===== src/timer_b_cfg.svh =====
// Behaviour
// - Prescale codes 000 to 110 advance the counter at the bus clock divided by 1, 2, 4, 8, 16, 32 or 64.
// - Prescale code 111 advances the counter on rising edges of the external timer clock input instead.
// - Reset forces the prescale select field to zero, so the counter runs at the undivided bus clock.
// - The counter is read through two read-only byte registers, high and low, and writes to them do nothing.
// - Reading the high byte captures the low byte into a holding buffer that the next low-byte read returns.
// - While the low byte is held, more high-byte reads do not refresh it; a low-byte read or a counter-reset write releases it.
// - Reset clears the counter to zero.
// - Writing one to the counter-reset control bit clears the counter to zero.
// - A hold taken during a break persists after the break until a low-byte read or a counter-reset write happens.
`ifndef TIMER_B_CFG_SVH
`define TIMER_B_CFG_SVH
`define TB_ADDR_CTRL       12'h000
`define TB_ADDR_CNT_HIGH   12'h004
`define TB_ADDR_CNT_LOW    12'h008
`define TB_PS_LSB          0
`define TB_PS_MSB          2
`define TB_TRST_BIT        4
`define TB_PS_RESET        3'h0
`define TB_PS_EXTERNAL     3'h7
`define TB_CNT_RESET       16'h0000
`define TB_CNT_ONE         16'h0001
`define TB_DIV_RESET       6'h00
`define TB_DIV_ONE         6'h01
`define TB_ZERO32          32'h0000_0000
`endif


===== src/timer_b_pkg.sv =====
package timer_b_pkg;
   // apb request as seen by the slave
   typedef struct packed {
      logic        psel;
      logic        penable;
      logic        pwrite;
      logic [11:0] paddr;
      logic [31:0] pwdata;
   } apb_req_t;

   // hold state of the low-byte latch
   typedef enum logic [0:0] {
      HOLD_IDLE = 1'b0,
      HOLD_LATCHED = 1'b1
   } hold_state_t;

   // whole state of the top module
   typedef struct packed {
      logic [2:0]  prescale;
      logic [15:0] count;
      logic [7:0]  lowHeld;
      hold_state_t hold;
      logic        extPrev;
      logic        ack;
      logic [31:0] prdata;
   } timer_state_t;

   // state of the prescaler
   typedef struct packed {
      logic [5:0] div;
      logic       tick;
   } presc_state_t;
endpackage


===== src/timer_b_prescaler.sv =====
`timescale 1ns/10ps
`default_nettype none
`include "timer_b_cfg.svh"
module timer_b_prescaler
   import timer_b_pkg::*;
(
   input  wire logic       clk_sys,
   input  wire logic       nrst,
   input  wire logic       clkEn,
   input  wire logic [2:0] prescale,
   input  wire logic       extEdge,
   input  wire logic       clear,
   output logic            tick
);
   presc_state_t stateFf;
   presc_state_t nxtState;
   logic [5:0]   mask;

   // divide ratio as a mask of low divider bits; code 0 gives an all-zero mask
   always_comb begin
      mask = 6'((7'h01 << prescale) - 7'h01);
   end

   // free divider; a tick fires when the masked bits are all ones
   always_comb begin
      nxtState = stateFf;
      nxtState.tick = 1'b0;
      if (clear) begin
         nxtState.div = `TB_DIV_RESET;
      end else if (prescale == `TB_PS_EXTERNAL) begin
         nxtState.tick = extEdge;
         nxtState.div = `TB_DIV_RESET;
      end else begin
         nxtState.tick = ((stateFf.div & mask) == mask);
         nxtState.div = (nxtState.tick) ? `TB_DIV_RESET : 6'(stateFf.div + `TB_DIV_ONE);
      end
   end

   always_ff @(posedge clk_sys or negedge nrst) begin
      if (!nrst) begin
         stateFf <= '0;
      end else if (clkEn) begin
         stateFf <= nxtState;
      end
   end

   // registered tick: one cycle of latency, equal for every ratio
   assign tick = stateFf.tick;
endmodule // timer_b_prescaler
`default_nettype wire


===== src/timer_b_apb_decode.sv =====
`timescale 1ns/10ps
`default_nettype none
`include "timer_b_cfg.svh"
module timer_b_apb_decode
   import timer_b_pkg::*;
(
   input  wire apb_req_t req,
   output logic          wrCtrl,
   output logic          rdCtrl,
   output logic          rdHigh,
   output logic          rdLow,
   output logic          unmapped
);
   logic access;

   // strobes valid in the whole access phase; the caller acts on its first cycle only
   always_comb begin
      access   = req.psel && req.penable;
      wrCtrl   = access && req.pwrite && (req.paddr == `TB_ADDR_CTRL);
      rdCtrl   = access && !req.pwrite && (req.paddr == `TB_ADDR_CTRL);
      rdHigh   = access && !req.pwrite && (req.paddr == `TB_ADDR_CNT_HIGH);
      rdLow    = access && !req.pwrite && (req.paddr == `TB_ADDR_CNT_LOW);
      unmapped = access && (req.paddr != `TB_ADDR_CTRL) && (req.paddr != `TB_ADDR_CNT_HIGH)
                 && (req.paddr != `TB_ADDR_CNT_LOW);
   end
endmodule // timer_b_apb_decode
`default_nettype wire


===== src/timer_b_counter.sv =====
`timescale 1ns/10ps
`default_nettype none
`include "timer_b_cfg.svh"
module timer_b_counter
   import timer_b_pkg::*;
(
   input  wire logic        clk_sys,
   input  wire logic        nrst,
   input  wire logic        clkEn,
   input  wire logic        psel,
   input  wire logic        penable,
   input  wire logic        pwrite,
   input  wire logic [11:0] paddr,
   input  wire logic [31:0] pwdata,
   output logic [31:0]      prdata,
   output logic             pready,
   output logic             pslverr,
   input  wire logic        extTimerClk,
   output logic [15:0]      countValue
);
   timer_state_t stateFf;
   timer_state_t nxtState;
   apb_req_t     req;
   logic         wrCtrl;
   logic         rdCtrl;
   logic         rdHigh;
   logic         rdLow;
   logic         unmapped;
   logic         wrCtrlDec;
   logic         rdCtrlDec;
   logic         rdHighDec;
   logic         rdLowDec;
   logic         unmappedDec;
   logic         tick;
   logic         clearCnt;
   logic         extEdge;

   // bundle the bus request
   always_comb begin
      req.psel    = psel;
      req.penable = penable;
      req.pwrite  = pwrite;
      req.paddr   = paddr;
      req.pwdata  = pwdata;
   end

   timer_b_apb_decode u_decode (
      .req      (req),
      .wrCtrl   (wrCtrlDec),
      .rdCtrl   (rdCtrlDec),
      .rdHigh   (rdHighDec),
      .rdLow    (rdLowDec),
      .unmapped (unmappedDec)
   );

   // act once, in the first access cycle; the second cycle presents the registered answer and flags an unmapped address
   assign wrCtrl   = wrCtrlDec && !stateFf.ack;
   assign rdCtrl   = rdCtrlDec && !stateFf.ack;
   assign rdHigh   = rdHighDec && !stateFf.ack;
   assign rdLow    = rdLowDec && !stateFf.ack;
   assign unmapped = unmappedDec && stateFf.ack;

   // counter-reset bit is self-clearing: it acts on the write and reads back zero
   assign clearCnt = wrCtrl && pwdata[`TB_TRST_BIT];

   // rising edge of the external pin, taken as synchronous to clk_sys
   assign extEdge = extTimerClk && !stateFf.extPrev;

   timer_b_prescaler u_presc (
      .clk_sys  (clk_sys),
      .nrst     (nrst),
      .clkEn    (clkEn),
      .prescale (stateFf.prescale),
      .extEdge  (extEdge),
      .clear    (clearCnt),
      .tick     (tick)
   );

   // next state: control field, counter, low-byte hold and read data
   always_comb begin
      nxtState = stateFf;
      nxtState.extPrev = extTimerClk;
      // one wait state, so the registered read data stands when pready is sampled high
      nxtState.ack = psel && penable && !stateFf.ack;
      if (wrCtrl) begin
         nxtState.prescale = pwdata[`TB_PS_MSB:`TB_PS_LSB];
      end
      // clear beats a tick in the same cycle so the write always lands on zero
      if (clearCnt) begin
         nxtState.count = `TB_CNT_RESET;
      end else if (tick) begin
         nxtState.count = 16'(stateFf.count + `TB_CNT_ONE);
      end
      // reads of control and counter bytes; writes to the counter bytes fall through with no effect
      nxtState.prdata = `TB_ZERO32;
      if (rdCtrl) begin
         nxtState.prdata = {29'h0000_0000, stateFf.prescale};
      end
      if (rdHigh) begin
         nxtState.prdata = {24'h00_0000, stateFf.count[15:8]};
         if (stateFf.hold == HOLD_IDLE) begin
            nxtState.lowHeld = stateFf.count[7:0];
            nxtState.hold = HOLD_LATCHED;
         end
         // already held: keep the earlier capture, no break special case needed
      end
      if (rdLow) begin
         // a held value survives any break until this read or a counter-reset write releases it
         nxtState.prdata = {24'h00_0000, (stateFf.hold == HOLD_LATCHED) ? stateFf.lowHeld
                                                                         : stateFf.count[7:0]};
         nxtState.hold = HOLD_IDLE;
      end
      if (clearCnt) begin
         nxtState.hold = HOLD_IDLE;
      end
   end

   // single state register; reset clears counter and prescale field
   always_ff @(posedge clk_sys or negedge nrst) begin
      if (!nrst) begin
         stateFf          <= '0;
         stateFf.prescale <= `TB_PS_RESET;
         stateFf.count    <= `TB_CNT_RESET;
         stateFf.hold     <= HOLD_IDLE;
      end else if (clkEn) begin
         stateFf <= nxtState;
      end
   end

   // read data is registered: pready rises in the second access cycle, with the data in place
   assign prdata     = stateFf.prdata;
   assign pready     = !(psel && penable) || stateFf.ack;
   assign pslverr    = unmapped;
   assign countValue = stateFf.count;
endmodule // timer_b_counter
`default_nettype wire


===== config.mk =====
export PLATFORM = sky130hd
export DESIGN_NAME = timer_b_counter
export DESIGN_NICKNAME = d
export VERILOG_FILES = /design/src/timer_b_pkg.sv /design/src/timer_b_prescaler.sv /design/src/timer_b_apb_decode.sv /design/src/timer_b_counter.sv
export VERILOG_INCLUDE_DIRS = /design/src
export SDC_FILE = /design/constraint.sdc
export NUM_CORES = 1
export LEC_CHECK = 0
export BUFFER_PORTS_ARGS = -buffer_cell sky130_fd_sc_hd__buf_2
export CORE_MARGIN = 2
export CORE_UTILIZATION = 28
export DETAILED_ROUTE_END_ITERATION = 10
export PLACE_DENSITY = 0.55
export SYNTH_ARGS = -nofsm -noshare
export SYNTH_HDL_FRONTEND = slang
export SYNTH_SLANG_ARGS = --single-unit

===== constraint.sdc =====
create_clock -name clk_sys -period 2.8 [get_ports clk_sys]
set_clock_uncertainty 0.2 [all_clocks]
set_input_delay 0.42 -clock clk_sys [delete_from_list [all_inputs] [get_ports clk_sys]]
set_output_delay 0.42 -clock clk_sys [all_outputs]
set_load 0.005 [all_outputs]

==> flow_summary.ini <==
[worst_setup_path]
cp.required_ns = 2.82
rr_startpoint = stateFf[61]$_DFFE_PN0P_
cp-end-kind = flop
path_cells = or3b_2 -> ha_1 -> nor3_1 -> o21ai_0 -> a21oi_1 -> o211ai_1 -> or2_2 -> o31ai_1
worstPathArrival_ns = 2.66
worstSetupStartpoint = stateFf[61]$_DFFE_PN0P_
crit_path_max_fanout = 11
crit_path_max_incr_delay_ns = 0.49
critPathKind = flop to flop
critPathLaunchType = flop
slowest_stage = dfrtp_2

[global_routing]
grt_pass1_vias = 1739
grt_pass1_wl_um = 9200
grt_max_degree = 27
grt_overflow = 0
grt_use_total_pct = 11.3
antenna_found_initial = 0

[layout]
drive_above_1_share_pct = 29.4
final_common_cell = buf_2
seq_area_mm2 = 0.00113
final_cell_mix = buf_2 (48), dfrtp_1 (44), conb_1 (24), nor2_1 (20), o21ai_0 (13)
syn2layout_area_growth_pct = 9.94
multi_input_area_mm2 = 0.00127
final_nets = 359
fin_util_pct = 31.2
fillers = 1010
n_antenna_cell = 0
final_cells = 439

[placement]
portBuffers = 48
gp_congestion = 0.822
dp_hpwl_um = 4480
placed_cells = 430

[yosys]
synth-edff-count = 0
ys.warnings.count = 0
synth.mux.area_fraction_pct = 9.34
synth-seq-cells = 45
yosys.area.top_type_share_pct = 41.2
synth_xor_area_share_pct = 4.81
synth_cells = 274
synthAdderAreaFrac_pct = 1.37
synth-simple-area-share_pct = 17.7
synthFlopType = dfrtp_1
yosys.area.top_type = dfrtp_1
synth_area_leaders = dfrtp_1 (41%), buf_4 (13%), mux2_2 (4.9%), mux2i_1 (4.4%), xor2_1 (3.5%)
synth.cell_area_mm2 = 0.00273
synth_top_family_by_area = simple AND/OR/NAND/NOR gates
async_reset_ff_share_pct = 100
yosysSeqAreaShare_pct = 41.2
synth.distinct_cells = 47
syn_area_per_cell_um2 = 9.97
synth_compound_area_share_pct = 9.99

[run]
drv_cap = 0

[clocking]
cts_buffers = 5
cts_buffer_depth = 2
cts_tree = yes
clk_pin_slew_ns = 0.09
post-cts-setup-buffers = 0
cts.sinks = 45
cts_root_buffer = clkbuf_8
clkLatencyLatePin_ns = 0.30
ctsHtreeMaxLevel = 2

[timing]
fin_tns_setup_ns = 0
finalSetupViolations = 0
timing.fmax_mhz = 379
slew_violations = 0
grt_setup_unrepaired = false
layout_min_cycle_time_ns = 2.64
fin_crit_sh_pct = 94.3
hold_slack_ns = 0.160
slew_headroom_pct = 54.2
hold_viol = 0
worst_pin_slew_ns = 0.681

[drt]
initialDrtViolationCount = 73
totalWireLength_um = 5910
num_vias = 1913
firstDrtPassIters = 4
drc = 0
wl_per_cell_um = 13.5
avgViaCountPerCell = 4.36
ant_nets = 0

[power_and_ir_drop]
vdd_drop_max_mv = 0.182
power_mw = 1.35
p_leak_nw = 1.40
power_density_mw_per_mm2 = 451

[floorplanning]
die_w_um = 103
rows = 36
die_height_um = 103
core_mm2 = 0.00964
start_util_pct = 28.3
die-area_mm2 = 0.0106
io_pins = 101

[min_path]
worstHoldPathType = input port to flop
hold_start = pwdata[2]

[status]
status = finished, final reports clean
## flip-flops by register name (all words and copies together) (netlist names)
register and flops:
countValue 16, stateFf 14, prdata 8, u_presc.stateFf 6
u_presc.tick 1
## timing repair
item                                    4_1_cts  5_1_grt
endpoints found under the setup margin        0        1
hold buffers                                  1        0
endpoints found under the hold margin        19        0
resized for setup                             0        1
## path summary, 6_finish.rpt
path / cells past startpoint / endpoint / slack, ns
worst min register to register: 1 / prdata[0]$_DFFE_PN0P_ / 0.30
worst min-delay path: 2 / stateFf[61]$_DFFE_PN0P_ / 0.16
worst max-delay path: 8 / u_presc.stateFf[5]$_DFFE_PN0P_ / 0.16
min in group asynchronous: 2 / countValue[11]$_DFFE_PN0P_ / 0.40
max in group asynchronous: 3 / stateFf[61]$_DFFE_PN0P_ / 1.28
worst max register to register: 8 / u_presc.stateFf[5]$_DFFE_PN0P_ / 0.16
## area by class of cell
class / count / share of cell area (%)
Tap cell: 133 / 5.54
Multi-Input combinational cell: 189 / 42.3
Inverter: 4 / 0.500
Clock inverter: 3 / 0.750
Sequential cell: 45 / 37.5
Timing Repair Buffer: 60 / 11.1
Clock buffer: 5 / 2.29
## worst max-delay path, delay by kind of cell (launching register included)
kind	cells	cell delay (ns)
AO/OA/AOI/OAI	4	0.69
adder cells (fa/ha/maj)	1	0.24
flip-flops	1	0.49
AND/OR/NAND/NOR	3	0.94
## report_power, final
group          total [mW]  leakage, nW  switching (mW)  internal [mW]
Combinational       0.193        0.741           0.102         0.0917
Clock               0.412       0.0481           0.234          0.177
Sequential          0.748        0.613          0.0630          0.685
## synthesized netlist by cell type (2+ instances only)
cell type,number
a21oi_1,5
a22oi_1,5
and2_1,2
and3_1,2
buf_2,3
buf_4,48
clkbuf_1,7
dfrtp_1,45
ha_1,3
inv_1,3
mux2_2,12
mux2i_1,12
nand2_1,12
nand2b_1,5
nand3_1,10
nand3b_1,2
nand4_1,5
nor2_1,20
nor2b_1,2
nor3_1,6
nor3b_1,2
nor3b_2,2
nor4_1,2
o21ai_0,13
o22a_1,3
o2bb2ai_1,7
or2_2,2
or4_4,2
xnor2_1,4
xor2_1,11
## cells by family after synthesis
kind of cell | count (synthesis)
buffers and inverters | 63
AOI/OAI and AO/OA | 40
adders and majority gates | 3
other | 1
DFF | 45
muxes | 24
and+or+nand+nor | 83
xor gates and xnor gates | 15
## stage by stage
stage / setup slack (ns) / instance area (um2)
final: 0.160 / 3000
after global placement: 0.152 / 2900
after global routing: 0.0110 / 3000
after detailed placement: 0.122 / 2900
after CTS: 0.0817 / 3000
after floorplan: 0.178 / 2820
## per-layer routing
metal | vias up | GRT usage [%] | routed length, um
met5 | - | 0 | 0
met2 | 54 | 17.6 | 2720
li1 | 948 | - | -
met3 | 6 | 1.97 | 309
met1 | 905 | 16.1 | 2800
met4 | 0 | 3.34 | 74
No activity file was read; power rests on OpenSTA's default activity.
